<file path="config.mk">
export PLATFORM = sky130hd
export DESIGN_NAME = dsc_top
export DESIGN_NICKNAME = d
export VERILOG_FILES = /design/src/include/dsc_pkg.sv /design/src/include/dsc_guard_if.sv /design/src/logic/dsc_xtal_tick.sv /design/src/logic/dsc_guard_timer.sv /design/src/logic/dsc_top.sv
export VERILOG_INCLUDE_DIRS = /design/src /design/src/include
export SDC_FILE = /design/constraint.sdc
export NUM_CORES = 1
export LEC_CHECK = 0
export BUFFER_PORTS_ARGS = -buffer_cell sky130_fd_sc_hd__buf_2
export CAP_MARGIN = 0
export CORE_UTILIZATION = 51
export DETAILED_ROUTE_END_ITERATION = 12
export PLACE_DENSITY = 0.76
export SKIP_LAST_GASP = 1
export SLEW_MARGIN = 15
export SYNTH_ARGS = -nofsm -noshare
export SYNTH_HDL_FRONTEND = slang
export SYNTH_SLANG_ARGS = --single-unit
</file>
<file path="constraint.sdc">
create_clock -name pclk -period 3.6 [get_ports pclk]
set_input_delay 0.36 -clock pclk [delete_from_list [all_inputs] [get_ports pclk]]
set_output_delay 0.36 -clock pclk [all_outputs]
set_load 0.02 [all_outputs]
</file>
<file path="src/include/dsc_defines.svh">
// Constants of the DTMF serial control and detect block
`ifndef DSC_DEFINES_SVH
`define DSC_DEFINES_SVH

// ****************************************************************
// Clock rates and derived counts
// ****************************************************************
`define DSC_PCLK_HZ       50000000
`define DSC_XTAL_HZ       3579545
`define DSC_XTAL_PER_MS   ((`DSC_XTAL_HZ + 999) / 1000)
`define DSC_TD_PULSE_NS   1000
`define DSC_TD_PULSE_CYC  \
  ((`DSC_TD_PULSE_NS * (`DSC_PCLK_HZ / 1000000) + 999) / 1000)

// ****************************************************************
// Guard intervals in ms, per guard_time_sel code
// ****************************************************************
`define DSC_ON_MS_01      6'd20
`define DSC_ON_MS_10      6'd30
`define DSC_ON_MS_11      6'd40
`define DSC_OFF_MS_01     6'd20
`define DSC_OFF_MS_10     6'd30
`define DSC_OFF_MS_11     6'd20

// ****************************************************************
// Serial words and control field positions
// ****************************************************************
`define DSC_CTRL_BITS     14
`define DSC_STAT_BITS     4
`define DSC_MODE_LSB      11
`define DSC_SQ_BIT        10
`define DSC_GUARD_LSB     8
`define DSC_LEVEL_LSB     4
`define DSC_TONE_LSB      0
`define DSC_CTRL_RESET    14'h2000

// ****************************************************************
// APB register offsets and interrupt bits
// ****************************************************************
`define DSC_OFS_CONTROL   8'h00
`define DSC_OFS_STATUS    8'h04
`define DSC_OFS_IRQ_STAT  8'h08
`define DSC_OFS_IRQ_MASK  8'h0C
`define DSC_OFS_SHIFT     8'h10
`define DSC_IRQ_BITS      4
`define DSC_IRQ_DV_ON     0
`define DSC_IRQ_DV_OFF    1
`define DSC_IRQ_CTRL      2
`define DSC_IRQ_CHANGE    3

`endif

</file>
<file path="src/include/dsc_pkg.sv">
// Types shared by the DTMF serial control and detect block
package dsc_pkg;

  // Function modes carried by the mode control word
  typedef enum logic [2:0] {
    DSC_MODE_RX       = 3'b000,
    DSC_MODE_TX       = 3'b001,
    DSC_MODE_SINGLE   = 3'b010,
    DSC_MODE_PD1      = 3'b011,
    DSC_MODE_PD2      = 3'b100,
    DSC_MODE_LOOPBACK = 3'b101
  } dsc_mode_t;

  typedef logic [1:0] dsc_guard_t;
  typedef logic [5:0] dsc_ms_t;

endpackage : dsc_pkg

</file>
<file path="src/include/dsc_guard_if.sv">
// Carrier between the main block and its guard timer
interface dsc_guard_if;
  import dsc_pkg::*;
  logic    tone_on;
  logic    ms_tick;
  dsc_ms_t on_ms;
  dsc_ms_t off_ms;
  logic    valid;

  modport timer (input tone_on, ms_tick, on_ms, off_ms, output valid);
  modport ctrl  (output tone_on, ms_tick, on_ms, off_ms, input valid);
endinterface : dsc_guard_if

</file>
<file path="src/logic/dsc_xtal_tick.sv">
// Crystal rate emulation and millisecond tick for guard timing
`include "dsc_defines.svh"
module dsc_xtal_tick #(
  parameter int PCLK_HZ   = `DSC_PCLK_HZ,
  parameter int XTAL_HZ   = `DSC_XTAL_HZ,
  parameter int XTAL_PER_MS = `DSC_XTAL_PER_MS
) (
  input  wire logic pclk,
  input  wire logic presetn,
  output logic      xtal_tick,
  output logic      ms_tick
);
  localparam logic [26:0] STEP = 27'(XTAL_HZ);
  localparam logic [26:0] WRAP = 27'(PCLK_HZ);
  localparam logic [11:0] LAST = 12'(XTAL_PER_MS - 1);

  logic [26:0] acc;
  logic [11:0] xcnt;
  wire  [26:0] acc_sum = acc + STEP;
  wire         acc_wrap = (acc_sum >= WRAP);

  // Fractional divider: one pulse per crystal period on average
  always_ff @(posedge pclk or negedge presetn) begin
    if (!presetn) begin
      acc       <= 27'h0000000;
      xtal_tick <= 1'b0;
    end else begin
      acc       <= acc_wrap ? acc_sum - WRAP : acc_sum;
      xtal_tick <= acc_wrap;
    end
  end

  // Crystal periods counted into whole milliseconds
  always_ff @(posedge pclk or negedge presetn) begin
    if (!presetn) begin
      xcnt    <= 12'h000;
      ms_tick <= 1'b0;
    end else begin
      ms_tick <= 1'b0;
      if (xtal_tick) begin
        xcnt    <= (xcnt == LAST) ? 12'h000 : xcnt + 12'h001;
        ms_tick <= (xcnt == LAST);
      end
    end
  end
endmodule : dsc_xtal_tick

</file>
<file path="src/logic/dsc_guard_timer.sv">
// Guard interval filter producing the data valid level
module dsc_guard_timer (
  input  wire logic   pclk,
  input  wire logic   presetn,
  dsc_guard_if.timer  gi
);
  import dsc_pkg::*;

  dsc_ms_t cnt;
  wire dsc_ms_t target = gi.tone_on ? gi.on_ms : gi.off_ms;
  wire          done   = (cnt + 6'h01 >= target);

  // Level flips only after input held opposite for the whole interval;
  // a dropout shorter than the interval restarts the count
  always_ff @(posedge pclk or negedge presetn) begin
    if (!presetn) begin
      cnt      <= 6'h00;
      gi.valid <= 1'b0;
    end else if (gi.tone_on == gi.valid) begin
      cnt <= 6'h00;
    end else if (gi.ms_tick) begin
      cnt      <= done ? 6'h00 : cnt + 6'h01;
      gi.valid <= done ? gi.tone_on : gi.valid;
    end
  end
endmodule : dsc_guard_timer

</file>
<file path="src/logic/dsc_top.sv">
// DTMF serial control port, detect sequencing and APB register file
`include "dsc_defines.svh"
module dsc_top #(
  parameter int XTAL_PER_MS  = `DSC_XTAL_PER_MS,
  parameter int TD_PULSE_CYC = `DSC_TD_PULSE_CYC
) (
  input  wire logic              pclk,
  input  wire logic              presetn,
  input  wire logic [7:0]        paddr,
  input  wire logic              psel,
  input  wire logic              penable,
  input  wire logic              pwrite,
  input  wire logic [31:0]       pwdata,
  input  wire logic [3:0]        pstrb,
  output logic      [31:0]       prdata,
  output logic                   pready,
  output logic                   pslverr,
  output logic                   irq,
  input  wire logic              serial_clk,
  input  wire logic              transfer_strobe,
  input  wire logic              direction_select,
  input  wire logic              data_in,
  output logic                   data_out,
  output logic                   data_oe,
  input  wire logic              tone_present,
  input  wire logic [3:0]        tone_digit,
  output logic                   tone_detect_n,
  output logic                   data_valid_n,
  output dsc_pkg::dsc_mode_t     function_mode_sel,
  output logic                   tx_squelch,
  output dsc_pkg::dsc_guard_t    guard_time_sel,
  output logic [3:0]             tx_level_code,
  output logic [3:0]             tx_tone_code,
  output logic [3:0]             tx_atten_db,
  output logic                   rx_enable,
  output logic                   tx_enable,
  output logic                   single_tone_enable,
  output logic                   power_down_1,
  output logic                   power_down_2,
  output logic                   analog_loopback
);
  import dsc_pkg::*;

  localparam int CW = `DSC_CTRL_BITS;
  localparam int SW = `DSC_STAT_BITS;
  localparam int IW = `DSC_IRQ_BITS;
  localparam logic [7:0] PULSE_LAST = 8'(TD_PULSE_CYC - 1);

  // ****************************************************************
  // Functions
  // ****************************************************************

  // Attenuation in dB equals the level code, one dB per step
  function automatic logic [3:0] dsc_atten(input logic [3:0] code);
    dsc_atten = code;
  endfunction : dsc_atten

  // Detect-on guard interval in ms; reserved 00 is handled as 01
  function automatic dsc_ms_t dsc_on_ms(input dsc_guard_t sel);
    dsc_on_ms = (sel == 2'h3) ? `DSC_ON_MS_11 :
                (sel == 2'h2) ? `DSC_ON_MS_10 : `DSC_ON_MS_01;
  endfunction : dsc_on_ms

  // Release guard interval in ms
  function automatic dsc_ms_t dsc_off_ms(input dsc_guard_t sel);
    dsc_off_ms = (sel == 2'h3) ? `DSC_OFF_MS_11 :
                 (sel == 2'h2) ? `DSC_OFF_MS_10 : `DSC_OFF_MS_01;
  endfunction : dsc_off_ms

  // ****************************************************************
  // Pin synchronisers and edge detection
  // ****************************************************************
  logic [3:0] sync_a;
  logic [3:0] sync_b;
  logic [3:0] sync_c;

  // Two stages before use; third stage only for edge finding
  always_ff @(posedge pclk or negedge presetn) begin
    if (!presetn) begin
      sync_a <= 4'h0;
      sync_b <= 4'h0;
      sync_c <= 4'h0;
    end else begin
      sync_a <= {serial_clk, transfer_strobe, direction_select, data_in};
      sync_b <= sync_a;
      sync_c <= sync_b;
    end
  end

  wire sclk_rise   = sync_b[3] & ~sync_c[3];
  wire strobe_now  = sync_b[2];
  wire strobe_rise = sync_b[2] & ~sync_c[2];
  wire dir_read    = sync_b[1];
  wire din_now     = sync_b[0];
  wire wr_shift    = ~dir_read & sclk_rise;
  wire rd_load     = dir_read & strobe_rise;
  wire rd_shift    = dir_read & sclk_rise;

  // ****************************************************************
  // Control word path
  // ****************************************************************
  logic [CW-1:0] shift_word;
  logic [CW-1:0] ctrl_word;

  // first bit in ends up in the top of the word
  always_ff @(posedge pclk or negedge presetn) begin
    if (!presetn) begin
      shift_word <= '0;
    end else if (wr_shift) begin
      shift_word <= {shift_word[CW-2:0], din_now};
    end
  end

  // strobe high transfers the word straight to mode control
  // relies on host not toggling direction under a high strobe
  // reset value selects the deepest power down
  always_ff @(posedge pclk or negedge presetn) begin
    if (!presetn) begin
      ctrl_word <= `DSC_CTRL_RESET;
    end else if (strobe_now && !dir_read) begin
      ctrl_word <= shift_word;
    end
  end

  wire ctrl_load = strobe_rise & ~dir_read;

  // Field split of the applied word
  wire dsc_mode_t  mode_w  = dsc_mode_t'(ctrl_word[`DSC_MODE_LSB +: 3]);
  wire             sq_w    = ctrl_word[`DSC_SQ_BIT];
  wire dsc_guard_t guard_w = ctrl_word[`DSC_GUARD_LSB +: 2];
  wire [3:0]       level_w = ctrl_word[`DSC_LEVEL_LSB +: 4];
  wire [3:0]       tone_w  = ctrl_word[`DSC_TONE_LSB +: 4];

  // ****************************************************************
  // Mode decode
  // ****************************************************************
  logic [5:0] next_mode_en;

  // one enable per function; unused codes enable nothing
  always_comb begin
    next_mode_en = 6'h00;
    case (mode_w)
      DSC_MODE_RX:       next_mode_en = 6'h01;
      DSC_MODE_TX:       next_mode_en = 6'h02;
      DSC_MODE_SINGLE:   next_mode_en = 6'h04;
      DSC_MODE_PD1:      next_mode_en = 6'h08;
      DSC_MODE_PD2:      next_mode_en = 6'h10;
      DSC_MODE_LOOPBACK: next_mode_en = 6'h20;
      default:           next_mode_en = 6'h00;
    endcase
  end

  // Registered control outputs
  always_ff @(posedge pclk or negedge presetn) begin
    if (!presetn) begin
      function_mode_sel  <= DSC_MODE_PD2;
      tx_squelch         <= 1'b0;
      guard_time_sel     <= 2'h0;
      tx_level_code      <= 4'h0;
      tx_tone_code       <= 4'h0;
      tx_atten_db        <= 4'h0;
      {analog_loopback, power_down_2, power_down_1,
       single_tone_enable, tx_enable, rx_enable} <= 6'h10;
    end else begin
      function_mode_sel  <= mode_w;
      tx_squelch         <= sq_w;
      guard_time_sel     <= guard_w;
      tx_level_code      <= level_w;
      tx_tone_code       <= tone_w;
      tx_atten_db        <= dsc_atten(level_w);
      {analog_loopback, power_down_2, power_down_1,
       single_tone_enable, tx_enable, rx_enable} <= next_mode_en;
    end
  end

  // Receiver listens in receive and loopback only
  wire rx_active = (mode_w == DSC_MODE_RX) ||
                   (mode_w == DSC_MODE_LOOPBACK);
  wire tone_on   = tone_present & rx_active;

  // ****************************************************************
  // Tone detect sequencing
  // ****************************************************************
  logic       tone_on_q;
  logic [3:0] prev_digit;
  logic [3:0] digit_held;
  logic [7:0] pulse_cnt;
  logic       pulse_act;

  wire digit_change = tone_on & tone_on_q & (tone_digit != prev_digit);

  // every one of the sixteen codes is held as reported
  always_ff @(posedge pclk or negedge presetn) begin
    if (!presetn) begin
      tone_on_q  <= 1'b0;
      prev_digit <= 4'h0;
      digit_held <= 4'h0;
    end else begin
      tone_on_q <= tone_on;
      if (tone_on) begin
        prev_digit <= tone_digit;
        digit_held <= tone_digit;
      end
    end
  end

  // short high pulse marks a change without silence
  always_ff @(posedge pclk or negedge presetn) begin
    if (!presetn) begin
      pulse_cnt <= 8'h00;
      pulse_act <= 1'b0;
    end else if (digit_change) begin
      pulse_cnt <= PULSE_LAST;
      pulse_act <= 1'b1;
    end else if (pulse_cnt != 8'h00) begin
      pulse_cnt <= pulse_cnt - 8'h01;
    end else begin
      pulse_act <= 1'b0;
    end
  end

  // no guard on this output, only one register delay
  always_ff @(posedge pclk or negedge presetn) begin
    if (!presetn) begin
      tone_detect_n <= 1'b1;
    end else begin
      tone_detect_n <= ~tone_on | digit_change | pulse_act;
    end
  end

  // ****************************************************************
  // Guard timing
  // ****************************************************************
  dsc_guard_if gi ();
  logic        ms_tick;
  logic        dv_q;

  // millisecond base derived from emulated crystal ticks
  dsc_xtal_tick #(
    .PCLK_HZ     (`DSC_PCLK_HZ),
    .XTAL_HZ     (`DSC_XTAL_HZ),
    .XTAL_PER_MS (XTAL_PER_MS)
  ) u_tick (
    .pclk      (pclk),
    .presetn   (presetn),
    .xtal_tick (),
    .ms_tick   (ms_tick)
  );

  // interval pair picked by the guard code
  assign gi.tone_on = tone_on;
  assign gi.ms_tick = ms_tick;
  assign gi.on_ms   = dsc_on_ms(guard_w);
  assign gi.off_ms  = dsc_off_ms(guard_w);

  // both edges of data valid wait out their interval
  dsc_guard_timer u_guard (
    .pclk    (pclk),
    .presetn (presetn),
    .gi      (gi.timer)
  );

  assign data_valid_n = ~gi.valid;

  // Previous valid level for event edges
  always_ff @(posedge pclk or negedge presetn) begin
    if (!presetn) begin
      dv_q <= 1'b0;
    end else begin
      dv_q <= gi.valid;
    end
  end

  // ****************************************************************
  // Status read path
  // ****************************************************************
  logic [SW-1:0] stat_word;
  logic          stat_valid;

  // strobe loads the digit held before it; D0 first
  // each clock rise rotates, so the first gives D1
  // rotation repeats the same capture until the next strobe
  // leaving read clears and releases the pin
  always_ff @(posedge pclk or negedge presetn) begin
    if (!presetn) begin
      stat_word  <= '0;
      stat_valid <= 1'b0;
    end else if (!dir_read) begin
      stat_word  <= '0;
      stat_valid <= 1'b0;
    end else if (rd_load) begin
      stat_word  <= digit_held;
      stat_valid <= 1'b1;
    end else if (rd_shift && stat_valid) begin
      stat_word  <= {stat_word[0], stat_word[SW-1:1]};
    end
  end

  // clock edges under a high strobe are not expected
  assign data_out = stat_word[0];
  assign data_oe  = stat_valid & dir_read;

  // ****************************************************************
  // Interrupt status and mask
  // ****************************************************************
  logic [IW-1:0] irq_stat;
  logic [IW-1:0] irq_mask;
  wire  [IW-1:0] irq_set;

  assign irq_set[`DSC_IRQ_DV_ON]  = gi.valid & ~dv_q;
  assign irq_set[`DSC_IRQ_DV_OFF] = ~gi.valid & dv_q;
  assign irq_set[`DSC_IRQ_CTRL]   = ctrl_load;
  assign irq_set[`DSC_IRQ_CHANGE] = digit_change;

  // ****************************************************************
  // APB slave
  // ****************************************************************
  wire apb_setup  = psel & ~penable;
  wire apb_access = psel & penable;
  wire hit_ctrl   = (paddr == `DSC_OFS_CONTROL);
  wire hit_stat   = (paddr == `DSC_OFS_STATUS);
  wire hit_istat  = (paddr == `DSC_OFS_IRQ_STAT);
  wire hit_imask  = (paddr == `DSC_OFS_IRQ_MASK);
  wire hit_shift  = (paddr == `DSC_OFS_SHIFT);
  wire hit_any    = hit_ctrl | hit_stat | hit_istat | hit_imask |
                    hit_shift;
  wire wr_ok      = apb_access & pwrite & pstrb[0];
  wire [IW-1:0] irq_clr = (wr_ok && hit_istat) ? pwdata[IW-1:0] : '0;

  // Read mux; unmapped offsets read zero
  wire [31:0] rd_mux =
    hit_ctrl  ? {18'h00000, ctrl_word} :
    hit_stat  ? {24'h000000, dir_read, stat_valid, gi.valid,
                 ~tone_detect_n, digit_held} :
    hit_istat ? {28'h0000000, irq_stat} :
    hit_imask ? {28'h0000000, irq_mask} :
    hit_shift ? {18'h00000, shift_word} : 32'h00000000;

  assign pready  = 1'b1;
  assign pslverr = apb_access & ~hit_any;
  assign irq     = |(irq_stat & irq_mask);

  // Read data captured in setup so it comes from a flop
  always_ff @(posedge pclk or negedge presetn) begin
    if (!presetn) begin
      prdata <= 32'h00000000;
    end else if (apb_setup) begin
      prdata <= pwrite ? 32'h00000000 : rd_mux;
    end
  end

  // Sticky bits: a new event wins over a same-cycle clear
  always_ff @(posedge pclk or negedge presetn) begin
    if (!presetn) begin
      irq_stat <= '0;
      irq_mask <= '0;
    end else begin
      irq_stat <= (irq_stat & ~irq_clr) | irq_set;
      if (wr_ok && hit_imask) begin
        irq_mask <= pwdata[IW-1:0];
      end
    end
  end
endmodule : dsc_top

</file>
# Word level (Yosys, flattened, before mapping)
# Index checks and enable logic that the tools add are counted.
[op_classes] reduce_logical=13 mux=27 n_eq_ne=17 order_cmp=2 add_sub_neg=5 bitwise=37
[op_table] operator="$mux W14" n=6
[op_table] operator="$pmux W6 S6" n=1
[op_table] operator="$mux W6" n=5
[op_table] operator="$add A27 B22 Y27 const B" n=1
[op_table] operator="$ge A27 B26 Y1 const B" n=1
[op_table] operator="$mux W27" n=1
[op_table] operator="$sub A27 B26 Y27 const B" n=1
[op_table] operator="$mux W4" n=6
[op_table] operator="$and A1 B1 Y1" n=17
[op_table] operator="$eq A8 B4 Y1 const B" n=2
[op_table] operator="$mux W8" n=2
[op_table] operator="$add A12 B1 Y12 const B" n=1
[op_table] operator="$eq A12 B12 Y1 const B" n=1
[op_table] operator="$mux W12" n=1
[op_table] operator="$not A1 Y1" n=10
[op_table] operator="$and A4 B4 Y4" n=2
[op_table] operator="$eq A8 B3 Y1 const B" n=1
[op_table] operator="$eq A8 B5 Y1 const B" n=1
[op_table] operator="$logic_not A8 Y1" n=1
[op_table] operator="$reduce_bool A8 Y1" n=1
[op_table] operator="$sub A8 B1 Y8 const B" n=1
[op_table] operator="$add A6 B1 Y6 const B" n=1
[op_table] operator="$eq A3 B2 Y1 const B" n=2
[op_table] operator="$eq A3 B3 Y1 const B" n=2
[op_table] operator="other kinds (19)" n=33
[totals] inputBits=58 output_inout_bits=63 elab_cells=134 register_bits=169

# Depth between registers and ports, before layout
[depth] word_depth=8 depth_mapped=14 ltp_nobuf=14

# By module
# A second synthesis with hierarchy kept.
[hier_totals] cells_unflattened=748 area_unflattened_um2=7883.8
[by_module_without_submodules] mod="dsc_top" seq_area_each_um2=2532.4 n_inst=1 cells_per_inst=351 area_each_um2=4315.4
[by_module_without_submodules] mod="dsc_xtal_tick" seq_area_each_um2=1026.0 n_inst=1 cells_per_inst=337 area_each_um2=2994.1
[by_module_without_submodules] mod="dsc_guard_timer" seq_area_each_um2=175.2 n_inst=1 cells_per_inst=60 area_each_um2=574.3

# Worst setup path after synthesis
# Ideal clock, no wire load.
[synth_path] kind="reg2reg" start="register u_tick.acc[0]" end="register u_tick.acc[23]" n_path_buf=1 period_less_slack_ns=3.466 arrival_ns=3.335 t_required_ns=3.469 stages_incl_launch_ff=14 setup_ns=0.131 slack_ns=0.134 path_cell_list="dfrtp_1 > ha_1 > a211oi_2 > o21ai_0 > or2_2 > ha_1 > nand2_1 > a21oi_1 > o41a_1 > o21a_1 > a221oi_4 > buf_6 > nand4_1 > xor2_1"
[synth_between] elab_chain_cells=3 word_cells_on_any_way=4 classes_between="2 x add/sub; 1 x order compare; 1 x mux"
[synth_rtl] item="from (decl)" line_no="dsc_xtal_tick.sv:17" text="logic [26:0] acc;"
[synth_rtl] item="from (signal assigned)" line_no="dsc_xtal_tick.sv:28" text="acc <= acc_wrap ? acc_sum - WRAP : acc_sum;"
[synth_rtl] item="$add A27 B22 Y27" line_no="dsc_xtal_tick.sv:19" text="wire [26:0] acc_sum = acc + STEP;"
[synth_rtl] item="$ge A27 B26 Y1" line_no="dsc_xtal_tick.sv:20" text="wire acc_wrap = (acc_sum >= WRAP);"
[synth_rtl] item="named net u_tick.acc_wrap" line_no="dsc_xtal_tick.sv:20"
[synth_rtl] item="$mux W27" line_no="dsc_xtal_tick.sv:28"
# The timed path passes the listed nets, and every way through them passes these cells.
# A chain may end at the register's enable or synchronous reset.

# Final worst setup path
[layout_path] start="register u_tick.acc[1]" end="register u_tick.acc[15]"
[layout_between] elab_chain_cells=3 word_cells_on_any_way=4 classes_between="2 x add/sub; 1 x order compare; 1 x mux"
[layout_rtl] item="$add A27 B22 Y27 *" line_no="dsc_xtal_tick.sv:19"
[layout_rtl] item="$sub A27 B26 Y27 / $ge A27 B26 Y1 (equally long branches)" line_no="dsc_xtal_tick.sv:28, dsc_xtal_tick.sv:20"
[layout_rtl] item="$mux W27 *" line_no="dsc_xtal_tick.sv:28"
# Mark *: on every way between the ends. The rest lies on a longest branch, timed or not.

==> flow_metrics.tcl <==
set metrics [dict create \
    dieWidth_microns 123 \
    dieArea_sq_um 15200 \
    cellLeakagePower_nw 4.01 \
    yosysWarnings 0 \
    ys.flop_type "dfrtp_1" \
    synthSimpleGateAreaFrac_pct 16.7 \
    initialDrtViolationCount 360 \
    grt_pass1_vias 5181 \
    ir_worst_vdd_uv 359 \
    start_util_pct 52.0 \
    rows 44 \
    layout-drive-gt1-share_pct 23.2 \
    cts_root_buf "clkbuf_16" \
    routed_wl_mm 15.1 \
    synth_top_area_share_pct 48.2 \
    yosysTopAreaCell "dfrtp_1" \
    cts_buffers 17 \
    ys_seq_area_share_pct 49.6 \
    filler_cell_count 1173 \
    diodes 0 \
    synth_top_family_by_area "simple AND/OR/NAND/NOR gates" \
    violations "hold timing" \
    rsz0062_at_grt "false" \
    synth_compound_area_share_pct 12.6 \
    end_kind "flop" \
    max_freq_ghz 0.291 \
    cts_tree "built" \
    vias_per_cell 5.53 \
    area_delta_synth_final_pct 16.0 \
    crit_path_cell_trace "ha_4 > a211oi_2 > o21ai_1 > or2_2 > ha_1 > nand2_1 > a21oi_1 > o41a_1 > o21a_2 > a221oi_4 > buf_6 > a21oi_1 > o22ai_1 > xnor2_1" \
    clockBufferDepth 2 \
    track_usage_pct 21.2 \
    fin_setup_tns_ns 0 \
    port_buffers 70 \
    synth_xor_xnor_area_share_pct 6.74 \
    worstPathMaxFanout 7 \
    overflow 0 \
    ant_nets 0 \
    setup_viol 0 \
    syn_area_per_cell_sq_um 10.4 \
    required_ns 3.95 \
    path_class "flop to flop" \
    netlist_area_sq_um 7520 \
    tightest_slew_ns 0.801 \
    antenna_found_initial 0 \
    synth_edf_count 0 \
    fp.coreArea_sq_um 14500 \
    p_total_mw 4.31 \
    cp_common_cell "a21oi_1" \
    postCtsHoldBufs 0 \
    min_path_type "input pin to asynchronous set/reset pin" \
    status "complete, but fails checks" \
    nets 874 \
    dr.pass1.iters 5 \
    synthTopCellsByArea "dfrtp_1 48%, mux2_2 5.5%, nand2_1 4.5%" \
    fin_cells 1002 \
    whs_ns -0.00341 \
    htree_levels 4 \
    critPathMaxStageDelay_ns 0.45 \
    cap_violations 0 \
    wl_per_cell_microns 15.1 \
    drc 0 \
    synth_async_sr_flop_share_pct 100 \
    finalHoldViolCount 1 \
    grt_max_degree 90 \
    muxShareOfSynthArea_pct 7.60 \
    grt_pass1_wl_mm 24.9 \
    crit_path_start_kind "flop" \
    ys_ff_latch 149 \
    post-place-cells 965 \
    clk_pin_slew_ns 0.07 \
    synth_cell_types 72 \
    synthAdderAreaFrac_pct 1.83 \
    r2r-start "u_tick.acc[1]" \
    die_h_microns 123 \
    cpMaxStageDelayCell "o41a_1" \
    maxSlewViolCount 0 \
    fin_skew_ns 0.00915 \
    slew_headroom_pct 46.6 \
    clock_latency_ns 0.43 \
    synthCells 726 \
    timing.final.crit_share_pct 95.5 \
    min_period_ns 3.44 \
    route.vias.total 5537 \
    startpoint "u_tick.acc[1]" \
    dp_hpwl_mm 10.5 \
    io_pins 121 \
    gp_congestion 0.889 \
    cts.sinks 149 \
    p_per_area_nw_per_um2 494 \
    cp.arrival_ns 3.79 \
]
final cells by class:
type	instances	area (sq um)	area share [%]
repair buffers	95	573	6.57
well taps	184	230	2.64
multi-input cells	526	3520	40.3
flip-flops and latches	149	3730	42.8
clock inverters	15	188	2.15
inverters	16	60.1	0.688
clock buffers	17	425	4.87
state kept, by name, summed over array words and instances, names as in the netlist, 2 cells and up:
| register | flops |
|---|---|
| sync_c | 2 |
| shift_word | 14 |
| sync_b | 4 |
| irq_mask | 4 |
| stat_word | 4 |
| tx_tone_code | 4 |
| sync_a | 4 |
| u_tick.xcnt | 12 |
| prdata | 14 |
| guard_time_sel | 2 |
| digit_held | 4 |
| tx_atten_db | 4 |
| function_mode_sel | 3 |
| pulse_cnt | 8 |
| u_guard.cnt | 6 |
| u_tick.acc | 27 |
| ctrl_word | 14 |
| irq_stat | 4 |
routing by layer:
| metal | vias to the layer above | global-route usage [%] | routed length, microns |
|---|---|---|---|
| met5 | - | 0 | 0 |
| met4 | 0 | 8.66 | 252 |
| met3 | 21 | 3.97 | 641 |
| met2 | 143 | 33.9 | 7200 |
| met1 | 2685 | 28.3 | 7020 |
| li1 | 2688 | - | - |
per-stage QoR:
stage | hold slack [ns] | util [%] | instance area [sq um] | setup WS, ns
after CTS | 0.0278 | 59.8 | 8650 | 0.00588
after global routing | 0.0275 | 60.3 | 8730 | 0.00487
final | -0.00341 | 60.3 | 8730 | 0.161
after global placement | 0.335 | 55.5 | 8040 | 0.121
after floorplan | 0.0644 | - | 7590 | 0.134
after detailed placement | 0.335 | 55.5 | 8040 | 0.0402
worst paths after layout:
kind	end	slack [ns]	cells past startpoint
worst max-delay path	u_tick.acc[15]	0.16	14
worst min-delay path	ctrl_word[0]	-0.003	1
worst max register to register	u_tick.acc[15]	0.16	14
worst min register to register	sync_b[3]	0.34	0
max in group asynchronous	function_mode_sel[2]	2.78	2
min in group pclk	sync_a[1]	0.03	1
repair_timing:
action	CTS	global route
setup buffers	0	5
hold endpoints to repair	0	0
resized for setup	0	6
endpoints found under the setup margin	0	8
critical path, delay by kind of cell (launching register included):
kind / cells / cell delay (ns)
xor+xnor: 1 / 0.14
buf+inv: 1 / 0.19
simple gates: 2 / 0.41
fa+ha+maj: 2 / 0.41
compound gates: 8 / 1.78
flops: 1 / 0.44
placed cells by master (no fill, tap or decap), types with 18 or more instances in the layout:
master and n:
xnor2_1 31, nand2_1 91, conb_1 19, a21oi_1 18
o21ai_0 40, mux2_2 37, nor2_1 47, buf_2 69
dfrtp_1 144, xor2_1 25, buf_4 22
Yosys cell counts (all sizes together), types with 4 or more instances:
cell    number
and3         7
xnor2       32
nand3       15
a22o         6
nor3b        8
o211ai       6
a221oi       6
dfstp        4
nor2        48
a22oi        7
or2          4
mux2        37
nor4        11
mux2i       11
xor2        25
inv         15
nand2       91
a21oi       18
nor3        18
o21ai       42
and2        10
a31oi        6
dfrtp      145
buf         32
nand2b       6
nor2b        7
or3          5
clkbuf      20
a21o         6
a211oi       9
ha          11
nand4        9
o21a         5
power by group:
group	switching (mW)	total [mW]	internal, mW
Combinational	0.277	0.495	0.218
Clock	0.770	1.83	1.05
Sequential	0.145	1.99	1.85
Total	1.19	4.31	3.12
kinds of logic after synthesis:
logic type | Yosys count
other cells | 2
flops | 149
fa+ha+maj | 11
compound gates | 136
simple gates | 253
buf+inv | 68
xor+xnor | 57
mux | 50
Power figures use the tool's default switching activity.
